**config.mk**
```make
export PLATFORM = sky130hd
export DESIGN_NAME = uart_line_format
export DESIGN_NICKNAME = d
export VERILOG_FILES = /design/src/uart_line_format.v /design/src/uart_skid_buf.v
export VERILOG_INCLUDE_DIRS = /design/src
export SDC_FILE = /design/constraint.sdc
export NUM_CORES = 1
export LEC_CHECK = 0
export ABC_AREA = 1
export BUFFER_PORTS_ARGS = -buffer_cell sky130_fd_sc_hd__buf_2
export CORE_ASPECT_RATIO = 0.7
export CORE_MARGIN = 10
export CORE_UTILIZATION = 61
export DETAILED_ROUTE_END_ITERATION = 12
export HOLD_SLACK_MARGIN = 0.08
export PLACE_DENSITY = 0.84
export SETUP_SLACK_MARGIN = 0.05
export SKIP_CTS_REPAIR_TIMING = 1
export SYNTH_ARGS = -nofsm -noshare
export SYNTH_HDL_FRONTEND = slang
export SYNTH_HIERARCHICAL = 1
export SYNTH_SLANG_ARGS = --single-unit
```
**constraint.sdc**
```tcl
create_clock -name i_ref_clk -period 2.4 [get_ports i_ref_clk]
set_input_delay 0.24 -clock i_ref_clk [delete_from_list [all_inputs] [get_ports i_ref_clk]]
set_output_delay 0.24 -clock i_ref_clk [all_outputs]
set_load 0.01 [all_outputs]
```
**src/uart_fmt_map.vh**
```
`ifndef UART_FMT_MAP_VH
`define UART_FMT_MAP_VH
// register offsets on the three address lines
`define OFS_DATA      3'h0
`define OFS_IEN       3'h1
`define OFS_IID       3'h2
`define OFS_LINE_CTL  3'h3
`define OFS_MODEM_CTL 3'h4
`define OFS_LINE_STAT 3'h5
`define OFS_MODEM_STAT 3'h6
`define OFS_SCRATCH   3'h7
// line format control field positions
`define LFC_WLEN_LO   0
`define LFC_WLEN_HI   1
`define LFC_STOP      2
`define LFC_PAR_EN    3
`define LFC_PAR_EVEN  4
`define LFC_PAR_STICK 5
`define LFC_BREAK     6
`define LFC_DIV_SEL   7
// line status field positions
`define LST_DATA_RDY  0
`define LST_OVERRUN   1
`define LST_PAR_ERR   2
`define LST_FRAME_ERR 3
`define LST_HOLD_EMPTY 5
`define LST_TX_EMPTY  6
// reset values
`define RST_ZERO      8'h00
`define RST_IID       8'h01
`define RST_DIVISOR   16'h0001
// oversampling ratio of the baud tick
`define OVERSAMPLE    5'h10
`define HALF_SAMPLE   5'h08
// stop time in ticks: one, one and a half, two bits
`define STOP_ONE      6'h10
`define STOP_ONE_HALF 6'h18
`define STOP_TWO      6'h20
`endif

```
**src/uart_line_format.v**
```verilog
`timescale 1ns/10ps
`include "uart_fmt_map.vh"
module uart_line_format #(
  parameter DIV_W = 16
) (
  input  wire       i_ref_clk,  // device clock, 40 MHz
  input  wire       i_rst,      // sync reset, high
  input  wire       i_aen_n,    // address enable, low decodes
  input  wire [2:0] i_addr,     // register offset
  input  wire       i_rd,       // read strobe, one cycle
  input  wire       i_wr,       // write strobe, one cycle
  input  wire [7:0] i_wdata,    // write data
  output reg  [7:0] o_rdata,    // read data, valid cycle after i_rd
  input  wire       i_serial_in, // serial receive line
  output reg        o_serial_output_pin, // serial transmit line
  output reg        o_baud_clock_output  // 16x baud clock while divisor select is set (sits high at divisor one), held low otherwise
);
  localparam TX_IDLE = 3'd0, TX_START = 3'd1, TX_DATA = 3'd2;
  localparam TX_PAR = 3'd3, TX_STOP = 3'd4;
  localparam RX_IDLE = 2'd0, RX_START = 2'd1, RX_DATA = 2'd2;
  localparam RX_PAR = 2'd3;

  reg  [7:0]       line_format_control_reg;
  reg  [7:0]       interrupt_enable_reg;
  reg  [7:0]       fifo_control_reg;
  reg  [7:0]       modem_control_reg;
  reg  [7:0]       scratch_pad_reg;
  reg  [DIV_W-1:0] divisor_reg;
  reg  [DIV_W-1:0] baud_cnt_reg;
  reg              tick_reg;
  reg  [7:0]       receive_buffer_reg;
  reg              data_rdy_reg, overrun_reg, par_err_reg, frame_err_reg;
  reg  [2:0]       tx_state_reg;
  reg  [4:0]       tx_sub_reg;
  reg  [5:0]       tx_stop_len_reg;
  reg  [2:0]       tx_bit_reg;
  reg  [7:0]       tx_shift_reg;
  reg              tx_par_reg;
  reg              tx_line_reg;
  reg  [1:0]       rx_state_reg;
  reg              rx_stop_ph_reg;
  reg  [4:0]       rx_sub_reg;
  reg  [2:0]       rx_bit_reg;
  reg  [7:0]       rx_shift_reg;
  reg              rx_par_reg;
  reg              rx_prev_reg;
  wire             div_sel = line_format_control_reg[`LFC_DIV_SEL];
  wire [2:0]       last_bit = {1'b1, line_format_control_reg[1:0]};
  wire             par_en = line_format_control_reg[`LFC_PAR_EN];
  wire             par_even = line_format_control_reg[`LFC_PAR_EVEN];
  wire             par_stick = line_format_control_reg[`LFC_PAR_STICK];
  wire             sel = ~i_aen_n;
  wire             buf_in_ready, buf_out_valid;
  wire [7:0]       buf_out_data;
  wire             buf_take = (tx_state_reg == TX_IDLE) & tick_reg;
  wire             hold_empty = buf_in_ready;
  wire             tx_empty = hold_empty & ~buf_out_valid &
                              (tx_state_reg == TX_IDLE);
  // expected parity: stick forces value, else odd/even over data
  wire [7:0]       rx_masked = rx_shift_reg &
                               ~(8'hff << ({1'b0, last_bit} + 4'd1));
  wire             rx_par_exp = par_stick ? ~par_even :
                                (^rx_masked) ^ ~par_even;
  wire [7:0]       lstat = {1'b0, tx_empty, hold_empty, 1'b0, frame_err_reg,
                            par_err_reg, overrun_reg, data_rdy_reg};
  wire             hold_wr = sel & i_wr & (i_addr == `OFS_DATA) & ~div_sel;

  // transmit holding word waits here; writes while full are dropped
  uart_skid_buf #(.WIDTH(8)) u_hold (
    .i_ref_clk   (i_ref_clk),
    .i_rst       (i_rst),
    .i_in_valid  (hold_wr),
    .o_in_ready  (buf_in_ready),
    .i_in_data   (i_wdata),
    .o_out_valid (buf_out_valid),
    .i_out_ready (buf_take),
    .o_out_data  (buf_out_data)
  );

  // register writes, decoded only with address enable low
  always @(posedge i_ref_clk) begin
    if (i_rst) begin
      line_format_control_reg <= `RST_ZERO;
      interrupt_enable_reg    <= `RST_ZERO;
      fifo_control_reg        <= `RST_ZERO;
      modem_control_reg       <= `RST_ZERO;
      scratch_pad_reg         <= `RST_ZERO;
      divisor_reg             <= `RST_DIVISOR;
    end else if (sel & i_wr) begin
      if (i_addr == `OFS_DATA && div_sel)
        divisor_reg[7:0] <= i_wdata;
      else if (i_addr == `OFS_IEN && div_sel)
        divisor_reg[15:8] <= i_wdata;
      else if (i_addr == `OFS_IEN)
        interrupt_enable_reg <= {4'h0, i_wdata[3:0]};
      else if (i_addr == `OFS_IID)
        fifo_control_reg <= i_wdata;
      else if (i_addr == `OFS_LINE_CTL)
        line_format_control_reg <= i_wdata;
      else if (i_addr == `OFS_MODEM_CTL)
        modem_control_reg <= {3'h0, i_wdata[4:0]};
      else if (i_addr == `OFS_SCRATCH)
        scratch_pad_reg <= i_wdata;
    end
  end

  // read mux; receive read clears data ready, status read clears errors
  always @(posedge i_ref_clk) begin
    if (i_rst)
      o_rdata <= `RST_ZERO;
    else if (sel & i_rd) begin
      if (i_addr == `OFS_DATA && div_sel)
        o_rdata <= divisor_reg[7:0];
      else if (i_addr == `OFS_DATA)
        o_rdata <= receive_buffer_reg;
      else if (i_addr == `OFS_IEN && div_sel)
        o_rdata <= divisor_reg[15:8];
      else if (i_addr == `OFS_IEN)
        o_rdata <= interrupt_enable_reg;
      else if (i_addr == `OFS_IID)
        o_rdata <= `RST_IID;
      else if (i_addr == `OFS_LINE_CTL)
        o_rdata <= line_format_control_reg;
      else if (i_addr == `OFS_MODEM_CTL)
        o_rdata <= modem_control_reg;
      else if (i_addr == `OFS_LINE_STAT)
        o_rdata <= lstat;
      else if (i_addr == `OFS_MODEM_STAT)
        o_rdata <= `RST_ZERO;
      else
        o_rdata <= scratch_pad_reg;
    end
  end

  // baud divider gives a one-cycle 16x tick; load on divisor write
  always @(posedge i_ref_clk) begin
    if (i_rst) begin
      baud_cnt_reg <= `RST_DIVISOR;
      tick_reg     <= 1'b0;
      o_baud_clock_output <= 1'b0;
    end else begin
      if (sel & i_wr & div_sel & (i_addr[2:1] == 2'b00)) begin
        // counter restarts from the divisor as it is being written
        baud_cnt_reg <= i_addr[0] ? {i_wdata, divisor_reg[7:0]} :
                                    {divisor_reg[15:8], i_wdata};
        tick_reg     <= 1'b0;
      end else if (baud_cnt_reg <= 16'h0001) begin
        baud_cnt_reg <= divisor_reg;
        tick_reg     <= 1'b1;
      end else begin
        baud_cnt_reg <= baud_cnt_reg - 16'h0001;
        tick_reg     <= 1'b0;
      end
      // pin shows the tick only while divisor select is set;
      // at divisor one the counter never moves, so the pin sits high
      o_baud_clock_output <= div_sel &
                             (baud_cnt_reg > (divisor_reg >> 1));
    end
  end

  // transmitter; start, data and parity bits last 16 ticks each, stop length set on load
  always @(posedge i_ref_clk) begin
    if (i_rst) begin
      tx_state_reg    <= TX_IDLE;
      tx_sub_reg      <= 5'h00;
      tx_stop_len_reg <= `STOP_ONE;
      tx_bit_reg      <= 3'd0;
      tx_shift_reg    <= 8'h00;
      tx_par_reg      <= 1'b0;
      tx_line_reg     <= 1'b1;
    end else if (tick_reg) begin
      case (tx_state_reg)
        TX_IDLE: begin
          tx_line_reg <= 1'b1;
          if (buf_out_valid) begin
            tx_shift_reg <= buf_out_data;
            tx_par_reg   <= par_stick ? ~par_even :
                            (^(buf_out_data &
                               ~(8'hff << ({1'b0, last_bit} + 4'd1))))
                            ^ ~par_even;
            tx_line_reg  <= 1'b0;
            tx_sub_reg   <= 5'h00;
            tx_state_reg <= TX_START;
          end
          // 16, 24 or 32 ticks of stop time
          if (!line_format_control_reg[`LFC_STOP])
            tx_stop_len_reg <= `STOP_ONE;
          else if (line_format_control_reg[1:0] == 2'b00)
            tx_stop_len_reg <= `STOP_ONE_HALF;
          else
            tx_stop_len_reg <= `STOP_TWO;
        end
        TX_START, TX_DATA, TX_PAR: begin
          if (tx_sub_reg == `OVERSAMPLE - 5'h01) begin
            tx_sub_reg <= 5'h00;
            if (tx_state_reg == TX_START) begin
              tx_state_reg <= TX_DATA;
              tx_bit_reg   <= 3'd0;
              tx_line_reg  <= tx_shift_reg[0];
            end else if (tx_state_reg == TX_DATA && tx_bit_reg != last_bit)
            begin
              tx_bit_reg   <= tx_bit_reg + 3'd1;
              tx_line_reg  <= tx_shift_reg[tx_bit_reg + 3'd1];
            end else if (tx_state_reg == TX_DATA && par_en) begin
              tx_state_reg <= TX_PAR;
              tx_line_reg  <= tx_par_reg;
            end else begin
              tx_state_reg <= TX_STOP;
              tx_line_reg  <= 1'b1;
            end
          end else
            tx_sub_reg <= tx_sub_reg + 5'h01;
        end
        default: begin
          // the idle tick before the next start is the last stop tick
          if ({1'b0, tx_sub_reg} == tx_stop_len_reg - 6'h02) begin
            tx_sub_reg   <= 5'h00;
            tx_state_reg <= TX_IDLE;
          end else
            tx_sub_reg <= tx_sub_reg + 5'h01;
        end
      endcase
    end
  end

  // break forces only the pin low; the shifter above runs on
  always @(posedge i_ref_clk) begin
    if (i_rst)
      o_serial_output_pin <= 1'b1;
    else
      o_serial_output_pin <= tx_line_reg &
                             ~line_format_control_reg[`LFC_BREAK];
  end

  // receiver samples mid-bit; data ready set wins over read clear
  always @(posedge i_ref_clk) begin
    if (i_rst) begin
      rx_state_reg   <= RX_IDLE;
      rx_stop_ph_reg <= 1'b0;
      rx_sub_reg     <= 5'h00;
      rx_bit_reg     <= 3'd0;
      rx_shift_reg   <= 8'h00;
      rx_par_reg     <= 1'b0;
      rx_prev_reg    <= 1'b1;
      receive_buffer_reg <= 8'h00;
      data_rdy_reg   <= 1'b0;
      overrun_reg    <= 1'b0;
      par_err_reg    <= 1'b0;
      frame_err_reg  <= 1'b0;
    end else begin
      if (sel & i_rd & (i_addr == `OFS_DATA) & ~div_sel)
        data_rdy_reg <= 1'b0;
      if (sel & i_rd & (i_addr == `OFS_LINE_STAT)) begin
        overrun_reg   <= 1'b0;
        par_err_reg   <= 1'b0;
        frame_err_reg <= 1'b0;
      end
      if (tick_reg) begin
        rx_prev_reg <= i_serial_in;
        rx_sub_reg  <= rx_sub_reg + 5'h01;
        case (rx_state_reg)
          RX_IDLE: begin
            if (rx_prev_reg & ~i_serial_in) begin
              rx_state_reg <= RX_START;
              rx_sub_reg   <= 5'h01;
            end
          end
          RX_START: begin
            if (rx_sub_reg == `HALF_SAMPLE - 5'h01) begin
              rx_sub_reg   <= 5'h00;
              rx_bit_reg   <= 3'd0;
              rx_shift_reg <= 8'h00;
              rx_stop_ph_reg <= 1'b0;
              rx_state_reg <= i_serial_in ? RX_IDLE : RX_DATA;
            end
          end
          RX_DATA: begin
            if (rx_sub_reg == `OVERSAMPLE - 5'h01) begin
              rx_sub_reg <= 5'h00;
              if (rx_stop_ph_reg) begin
                // only the first stop bit is looked at
                rx_state_reg  <= RX_IDLE;
                receive_buffer_reg <= rx_shift_reg;
                data_rdy_reg  <= 1'b1;
                // error flags stick until the status read; set wins
                if (data_rdy_reg)
                  overrun_reg <= 1'b1;
                if (!i_serial_in)
                  frame_err_reg <= 1'b1;
                if (par_en && (rx_par_reg != rx_par_exp))
                  par_err_reg <= 1'b1;
              end else begin
                rx_shift_reg[rx_bit_reg] <= i_serial_in;
                if (rx_bit_reg == last_bit) begin
                  if (par_en)
                    rx_state_reg <= RX_PAR;
                  else
                    rx_stop_ph_reg <= 1'b1;
                end else
                  rx_bit_reg <= rx_bit_reg + 3'd1;
              end
            end
          end
          default: begin
            if (rx_sub_reg == `OVERSAMPLE - 5'h01) begin
              rx_sub_reg     <= 5'h00;
              rx_par_reg     <= i_serial_in;
              rx_stop_ph_reg <= 1'b1;
              rx_state_reg   <= RX_DATA;
            end
          end
        endcase
      end
    end
  end
endmodule // uart_line_format

```
**src/uart_skid_buf.v**
```verilog
`timescale 1ns/10ps
// two-entry buffer between the holding register and the shifter
module uart_skid_buf #(
  parameter WIDTH = 8
) (
  input  wire             i_ref_clk,  // device clock
  input  wire             i_rst,      // sync reset, high
  input  wire             i_in_valid, // word offered
  output wire             o_in_ready, // room for a word
  input  wire [WIDTH-1:0] i_in_data,  // word in
  output wire             o_out_valid, // word available
  input  wire             i_out_ready, // consumer takes word
  output wire [WIDTH-1:0] o_out_data  // oldest word
);
  reg [WIDTH-1:0] mem_reg [0:1];
  reg             wr_ptr_reg;
  reg             rd_ptr_reg;
  reg [1:0]       count_reg;
  wire            push;
  wire            pop;

  // full and empty follow the count exactly
  assign o_in_ready  = (count_reg != 2'd2);
  assign o_out_valid = (count_reg != 2'd0);
  assign o_out_data  = mem_reg[rd_ptr_reg];
  assign push = i_in_valid & o_in_ready;
  assign pop  = o_out_valid & i_out_ready;

  // storage and pointers
  always @(posedge i_ref_clk) begin
    if (i_rst) begin
      wr_ptr_reg <= 1'b0;
      rd_ptr_reg <= 1'b0;
      count_reg  <= 2'd0;
    end else begin
      if (push) begin
        mem_reg[wr_ptr_reg] <= i_in_data;
        wr_ptr_reg <= ~wr_ptr_reg;
      end
      if (pop)
        rd_ptr_reg <= ~rd_ptr_reg;
      count_reg <= count_reg + {1'b0, push} - {1'b0, pop};
    end
  end
endmodule // uart_skid_buf
```
# Word-level counts from Yosys, hierarchy flattened
# Memories as Yosys holds them, arrays and structs flattened. A register that Yosys moved wholly into a read port is not among the register bits.
# Cells that the tools add are included.
[word_totals]
wordCells = 256
output_inout_bits = 10
ff_bits = 132
mem_count = 1
inputBits = 17
mem_bits_rw = 16
[op_classes]
muxes = 98
shift = 1
reduce_logical = 41
bitwise = 38
add_sub_neg = 9
eq_ne = 30
n_lt_le_gt_ge = 5
[memory_table]
columns = ["name", "words", "word_bits", "read_ports", "rd_ports_with_merged_regs", "wr", "line", "rtl"]
rows = [
  ["u_hold.mem_reg", 2, 8, 1, 1, 1, "uart_skid_buf.v:15", "reg [WIDTH-1:0] mem_reg [0:1];"],
]
[ops]
columns = ["operator", "n"]
rows = [
  ["$mux W8", 12],
  ["$mux W16", 3],
  ["$mux W1", 44],
  ["$mux W3", 12],
  ["$mux W5", 6],
  ["$pmux W5 S2", 2],
  ["$and A1 B1 Y1", 17],
  ["$and A8 B8 Y8", 2],
  ["$gt A16 B15 Y1", 1],
  ["$le A16 B1 Y1 const B", 1],
  ["$mux W2", 8],
  ["$ne A2 B2 Y1 const B", 8],
  ["$not A1 Y1", 16],
  ["$pmux W8 S2", 1],
  ["$reduce_xor A8 Y1", 2],
  ["$sub A16 B1 Y16 const B", 1],
  ["$reduce_and A5 Y1", 3],
  ["$reduce_and A7 Y1", 2],
  ["$eq A3 B2 Y1 const B", 4],
  ["$eq A3 B3 Y1 const B", 4],
  ["$mux W6", 2],
  ["$pmux W3 S2", 2],
  ["$reduce_and A3 Y1", 4],
  ["$reduce_and A4 Y1", 3],
  ["other kinds (37)", 62],
]

# Longest topological paths before layout
# Gate-level depths: netlist (run 1).
[depth]
ltp_word = 14
ltp_mapped = 16
ltp_nobuf = 14

# Modules after synthesis
# Netlist (run 1), hierarchy kept.
[modules_own_cells]
columns = ["mod", "n_inst", "area_per_inst_um2", "seq_area_each_um2", "cells_per_inst"]
rows = [
  ["uart_line_format", 1, 7124.3, 2502.4, 1033],
  ["uart_skid_buf", 1, 868.3, 580.6, 64],
]

# Worst setup path after synthesis (run 1)
# Ideal clock, no wire load.
[synth_path]
path_type = "input port to flip-flop"
start = "input port i_addr[2]"
end = "register u_hold.count_reg[1]"
path_buffers = 2
setup_slack_ns = 0.410
path_stages = 15
t_arrival_ns = 1.875
t_required_ns = 2.285
setup_ns = 0.115
path_cell_list = "buf_2 > inv_4 > nand2_2 > buf_4 > nor2_4 > inv_1 > nor2_1 > nand2_1 > ha_1 > inv_1 > ha_1 > inv_1 > nand2_1 > a21oi_1 > nor2_1"
[synth_via]
elab_chain_cells = 6
[synth_lines]
columns = ["element", "line", "rtl"]
rows = [
  ["start, declared", "uart_line_format.v:9", "input wire [2:0] i_addr,"],
  ["$logic_not A3 Y1 (no line)", "--", ""],
  ["$and A1 B1 Y1 (2 in a row)", "uart_line_format.v:66", "wire hold_wr = sel & i_wr & (i_addr == `OFS_DATA) & ~div_sel;"],
  ["via hold_wr", "uart_line_format.v:66", ""],
  ["$and A1 B1 Y1", "uart_skid_buf.v:26", "assign push = i_in_valid & o_in_ready;"],
  ["$add A2 B1 Y2", "uart_skid_buf.v:42", "count_reg <= count_reg + {1'b0, push} - {1'b0, pop};"],
  ["$sub A2 B1 Y2", "uart_skid_buf.v:42", ""],
  ["end signal, assigned", "uart_skid_buf.v:42", ""],
  ["end, declared", "uart_skid_buf.v:18", "reg [1:0] count_reg;"],
]
# The timed path passes the listed nets, and every way through them passes these cells.
# A chain may end at the register's enable or synchronous reset.

# Worst setup path in the final report (run 1)
[layout_path]
start = "register rx_sub_reg[0]"
end = "register rx_shift_reg[5]"
[layout_via]
elab_chain_cells = 3
word_cells_on_any_way = 5
classes_between = "eq/ne: 4; reduce/logical: 1"
[layout_lines]
columns = ["element", "line", "rtl"]
rows = [
  ["start, declared", "uart_line_format.v:42", "reg [4:0] rx_sub_reg;"],
  ["start signal, assigned", "uart_line_format.v:260", "rx_sub_reg <= rx_sub_reg + 5'h01;"],
  ["$eq A5 B4 Y1 / $eq A5 B3 Y1 (equally long branches)", "uart_line_format.v:278, uart_line_format.v:269", ""],
  ["$ne A2 B2 Y1 (no line)", "--", ""],
  ["$reduce_and A5 Y1 (no line) *", "--", ""],
  ["end signal, assigned by index", "uart_line_format.v:293", "rx_shift_reg[rx_bit_reg] <= i_serial_in;"],
  ["end, declared", "uart_line_format.v:44", "reg [7:0] rx_shift_reg;"],
]
# Mark *: on every way between the ends. The rest lies on a longest branch, timed or not.

==> impl_metrics.yaml, run 1 <==
synth:
  synthTopCellsByArea: "dfxtp_1 33%, o21ai_0 9.8%, nand2_1 8.7%"
  synth-seq-cells: 146
  synth-edff-count: 16
  syn_inst: 1097
  async_flop_share_pct: 0
  yosysWarnings: 6
  syn_avg_cell_area_um2: 7.29
  syn_area_um2: 7990
  synth_ff_type: "dfxtp_1"
  yosys.cell_types.count: 47
  yosysSeqAreaShare_pct: 38.6
  synth_top_cell_area_share_pct: 32.6
  synthTopCellsByCount: "186 x nand2_1, 157 x o21ai_0, 130 x dfxtp_1"
  syn_nets: 1143
  yosys.area.top_type: "dfxtp_1"
  synth.most_common_cell: "nand2_1"
cts:
  cts_tree: "done"
  cts_max_level: 4
  clk_pin_slew_ps: 60
  clock_latency_ps: 420
  root_buffer: "clkbuf_16"
  clock_sinks: 146
  clock_path_buffers: 2
  cts_buffers: 17
routing:
  viasPerCell: 5.89
  drc_errors: 0
  drt_iter0_markers: 933
  ant_nets: 0
  wl_per_cell_um: 16.6
  routed_wl_um: 21500
  num_vias: 7633
  first_pass_iters: 6
setup_path:
  worstPathRequired_ps: 2740
  cp-start-kind: "flop"
  critPathKind: "reg2reg"
  cp_max_fo: 7
  critical_path_arrival_ps: 2520
  end_kind: "flop"
finish:
  fillers: 1031
  areaGrowthSynthToFinish_pct: 10.4
  antenna_cells: 0
  final_area_um2: 8820
  multi_input_area_um2: 4160
  fin_util_pct: 69.8
  drive_gt1_share_pct: 11.7
  finalNetCount: 1167
  regArea_um2: 3080
power:
  swShare_pct: 35.0
  pwr-share-seq_pct: 37.7
  power.total_uw: 7450
  p_int_uw: 4850
  p_leak_uw: 0.00365
  irDropWorstVdd_mv: 0.598
  clkPwrFrac_pct: 33.6
  switchingPower_uw: 2610
  power_density_nw_per_um2: 845
  combPwrFrac_pct: 28.6
die:
  dieWidth_um: 157
  fp-row-count: 34
  core_area_um2: 12600
  initial_core_util_pct: 63.3
  die_area_um2: 18200
  io_pins: 27
  chipHeight_um: 116
grt:
  use_met2_pct: 34.7
  antenna_found_initial: 1
  grt_pass1_wl_um: 34700
  grt_use_total_pct: 23.9
  overflow: 0
  met1_usage_pct: 33.7
  grt_pass1_vias: 6899
  grt_use_met3_pct: 6.74
  grt_max_degree: 58
  busiest_layer: "met2"
sta:
  setup_viol: 0
  max_freq_mhz: 459
  fin_crit_sh_pct: 90.7
  fin_worst_hold_slack_ps: 193
  rsz0062_at_grt: "no"
  timing.setup.tns_ps: 0
  hold_viol: 0
  min_period_ps: 2180
  max_slew.worst_pin.slew_ps: 586
  fin_worst_skew_ps: 9.55
  drv_slew: 0
  maxSlewHeadroom_pct: 60.6
place:
  port_buffers: 26
  place_area_um2: 8200
  dp_hpwl_um: 15200
  gp_congestion: 0.965
flow_run:
  drv_cap: 0
status:
  status: "finished, final reports clean"
hold_path:
  hold_class: "in2reg"
## critical path, cell delays in order, from the launching register on
cell and delay [ps]:
dfxtp_2 360, ha_1 170, nand2_1 120, nor2_2 130, ha_1 190, or2_1 150
nand4_2 150, nor2_4 210, inv_2 60, nor3_4 210, buf_4 170, nand2_1 50
a21oi_1 130
## placed cells by master, fill, tap and decap left out, types with 6 or more instances in the layout
cell / instances
buf_2: 26
o21ai_0: 157
nor2_4: 11
nand3_1: 44
nand4_1: 9
edfxtp_1: 16
xnor2_1: 8
mux2_4: 8
inv_1: 122
nor3_1: 19
dfxtp_1: 129
o21ai_1: 9
nand2_1: 186
buf_4: 16
ha_1: 29
a221oi_1: 6
nand2_2: 7
xor2_1: 15
o211ai_1: 18
clkbuf_16: 17
inv_2: 14
nor2_1: 101
a21oi_1: 105
## routing by layer
layer  routed length, µm  share of wire (%)  vias up
li1                    -                  -     3723
met1               10200                 47     3495
met2                8800                 41      385
met3                2280                 11       28
met4                 246                1.1        2
met5                  11              0.051        -
## power by group through the flow
| stage | combinational, µW | clock (µW) | sequential (µW) |
|---|---|---|---|
| after floorplan | 1530 | 0 | 2820 |
| after global placement | 2010 | 0 | 2850 |
| after detailed placement | 2050 | 0 | 2860 |
| after CTS | 2070 | 2520 | 2800 |
| after global routing | 2400 | 2620 | 2840 |
| final | 2130 | 2510 | 2810 |
## final timing paths
kind / cells after the start / slack (ps) / startpoint / endpoint
worst min-delay path: 1 / 190 / i_wdata[7] / u_hold/mem_reg[0][7]$_DFFE_PP_
worst min register to register: 2 / 460 / modem_control_reg[3]$_SDFFE_PP0P_ / modem_control_reg[3]$_SDFFE_PP0P_
worst max-delay path: 12 / 220 / rx_sub_reg[0]$_SDFFE_PP0P_ / rx_shift_reg[5]$_SDFFE_PP0P_
worst max register to register: 12 / 220 / rx_sub_reg[0]$_SDFFE_PP0P_ / rx_shift_reg[5]$_SDFFE_PP0P_
## stage by stage
step | std cells | worst slack [ps]
after detailed placement | 1257 | 194
final | 1296 | 223
after CTS | 1289 | 159
after floorplan | 1097 | 410
after global routing | 1296 | 49.5
after global placement | 1257 | 273
## logic make-up (layout without fill, tap and decap cells)
family,after synthesis,after routing,share of synthesized area [%]
AO/OA/AOI/OAI,318,318,21.5
adder cells (fa/ha/maj),29,29,4.54
flip-flops,146,146,38.6
buffers and inverters,180,217,9.39
AND/OR/NAND/NOR,393,393,22.0
XOR/XNOR,23,23,2.52
multiplexers,8,8,1.50
## area by class of cell
cell class,instances,share of cell area (%)
timing repair buffer,44,3.18
multi-input combinational,771,47.2
clock buffer,20,5.06
tap,162,2.30
clock inverter,12,1.26
inverter,141,6.06
sequential,146,35.0
Power figures use the tool's default switching activity.
==> inputs of run 2 (changes only) <==
--- a/config.mk
+++ b/config.mk
@@ -10,10 +10,11 @@
 export BUFFER_PORTS_ARGS = -buffer_cell sky130_fd_sc_hd__buf_2
 export CORE_ASPECT_RATIO = 0.7
 export CORE_MARGIN = 10
-export CORE_UTILIZATION = 61
+export CORE_UTILIZATION = 55
+export CTS_CLUSTER_DIAMETER = 30
 export DETAILED_ROUTE_END_ITERATION = 12
 export HOLD_SLACK_MARGIN = 0.08
-export PLACE_DENSITY = 0.84
+export PLACE_DENSITY = 0.77
 export SETUP_SLACK_MARGIN = 0.05
 export SKIP_CTS_REPAIR_TIMING = 1
 export SYNTH_ARGS = -nofsm -noshare
==> run 2 against run 1 <==
Via count fell by 1.9%. Die area increased by 9.2%. Routed wire length increased by 0.30%. First-iteration DRC count down 10%. Sequential share of layout area decreased by 0.15 points. Hold slack worse by 89 ps. Power rose by 2.7%. Critical path depth is the same. Clock power rose by 6%. Global-route usage decreased by 1.8 points. Non-clock buffer count decreased by 1.
==> impl_metrics.yaml, run 2 (synthesis results as in run 1) <==
status:
  status: "finished, final reports clean"
sta:
  fin_crit_sh_pct: 89.4
  drv_slew: 0
  max_slew.worst_pin.slew_ps: 562
  setup_viol: 0
  rsz0062_at_grt: "no"
  min_period_ps: 2150
  hold_viol: 0
  timing.setup.tns_ps: 0
  worst_slack_ps: 254
  maxSlewHeadroom_pct: 62.5
  max_freq_mhz: 466
  fin_worst_skew_ps: 7.61
setup_path:
  critical_path.top_delay_family: "simple AND/OR/NAND/NOR gates"
  path_cells: "ha_1 > nand2_1 > nor2_2 > ha_1 > or2_1 > nand4_2 > nor2_4 > inv_2 > nor3_4 > buf_4 > nand2_1 > a21oi_1"
  end_kind: "flop"
  rr_startpoint: "rx_sub_reg[1]$_SDFFE_PP0P_"
  worstPathRequired_ps: 2770
  critical_path_arrival_ps: 2510
  cp_max_fo: 8
  crit_buf_inv: 2
  reg2regPathDepth: 12
  timing.rr.end: "rx_shift_reg[1]$_SDFFE_PP0P_"
  cp-start-kind: "flop"
  rrSetupSlack_ps: 250
  critPathKind: "reg2reg"
  cpPeakStageDelay_ps: 360
  crit_slowest_cell: "dfxtp_1"
finish:
  layout_commonest_cell: "nand2_1"
  areaGrowthSynthToFinish_pct: 10.8
  final_cell_mix: "186 x nand2_1, 157 x o21ai_0, 129 x dfxtp_1"
  drive_gt1_share_pct: 11.7
  finalNetCount: 1166
  antenna_cells: 0
routing:
  ant_nets: 0
  wl_per_cell_um: 16.3
  num_vias: 7487
  viasPerCell: 5.66
  drt_iter0_markers: 838
  routed_wl_um: 21500
  first_pass_iters: 5
  drc_errors: 0
cts:
  cts_max_level: 4
  cts_buffers: 17
  clock_sinks: 146
  root_buffer: "clkbuf_16"
  cts_tree: "done"
  clock_latency_ps: 440
  clock_path_buffers: 2
  clk_pin_slew_ps: 60
place:
  dp_hpwl_um: 15600
  port_buffers: 26
  gp_congestion: 0.977
  preCtsSetupSlack_ps: 231
power:
  p_leak_uw: 0.00364
  irDropWorstVdd_mv: 0.557
  power_density_nw_per_um2: 864
die:
  die_area_um2: 19800
  chipHeight_um: 121
  initial_core_util_pct: 56.9
  fp-row-count: 36
  core_area_um2: 14100
  dieWidth_um: 164
  io_pins: 27
grt:
  overflow: 0
  grt_max_degree: 52
  antenna_found_initial: 0
  grt_pass1_wl_um: 35200
  grt_pass1_vias: 6765
  grt_use_total_pct: 22.0
hold_path:
  hold_start: "i_rst"
  min_to: "tx_state_reg[1]$_SDFFE_PP0P_"
  hold_class: "in2reg"
  min_path_cells: 2
flow_run:
  drv_cap: 0
run 2: cell count changes in the layout (fill, tap and decap cells not counted), sizes merged:
cell	change
inv	+4
clkbuf	-3
clkinv	-3
buf	-1
bufinv	+1
clkinvlp	+1
run 2: report_power, final:
part	internal, µW	switching [µW]
Clock	1540	1120
Combinational	757	1420
Sequential	2650	165
Total	4940	2710
run 2: per-stage QoR:
step / hold slack [ps] / instances / instance area (µm²) / util [%] / total power (µW)
global route: 111 / 1323 / 8860 / 63.0 / 8100
CTS: 39.9 / 1320 / 8830 / 62.8 / 7600
global placement: 441 / 1288 / 8250 / 58.7 / 4930
finish: 104 / 1323 / 8860 / 63.0 / 7650
floorplan: 311 / 1097 / 7990 / - / 4350
detailed placement: 443 / 1288 / 8250 / 58.7 / 4960
run 2: worst max path at each step:
stage / start / to / slack, ps / depth (start not counted)
CTS: rx_sub_reg[0]$_SDFFE_PP0P_ / rx_shift_reg[1]$_SDFFE_PP0P_ / 210 / 11
floorplan: i_addr[2] / u_hold/count_reg[1]$_SDFF_PP0_ / 410 / 15
finish: rx_sub_reg[1]$_SDFFE_PP0P_ / rx_shift_reg[1]$_SDFFE_PP0P_ / 250 / 12
global route: rx_sub_reg[1]$_SDFFE_PP0P_ / rx_shift_reg[4]$_SDFFE_PP0P_ / 40 / 12
detailed placement: rx_sub_reg[0]$_SDFFE_PP0P_ / rx_shift_reg[1]$_SDFFE_PP0P_ / 230 / 11
global placement: rx_sub_reg[0]$_SDFFE_PP0P_ / rx_shift_reg[2]$_SDFFE_PP0P_ / 380 / 11
run 2: area by class of cell:
class | instances | area (µm²)
flip-flops and latches | 146 | 3080
clock inverters | 15 | 156
well taps | 190 | 238
clock buffers | 17 | 425
multi-input cells | 771 | 4160
fillers | 1287 | 5190
repair buffers | 43 | 260
inverters | 141 | 534
run 2: layer usage:
layer | vias up | GRT usage, % | share of wire, %
met5 | - | 0 | 0
met4 | 0 | 6.96 | 1.4
met3 | 27 | 6.07 | 9.6
met2 | 280 | 28.8 | 38
met1 | 3465 | 33.5 | 50
li1 | 3715 | - | -
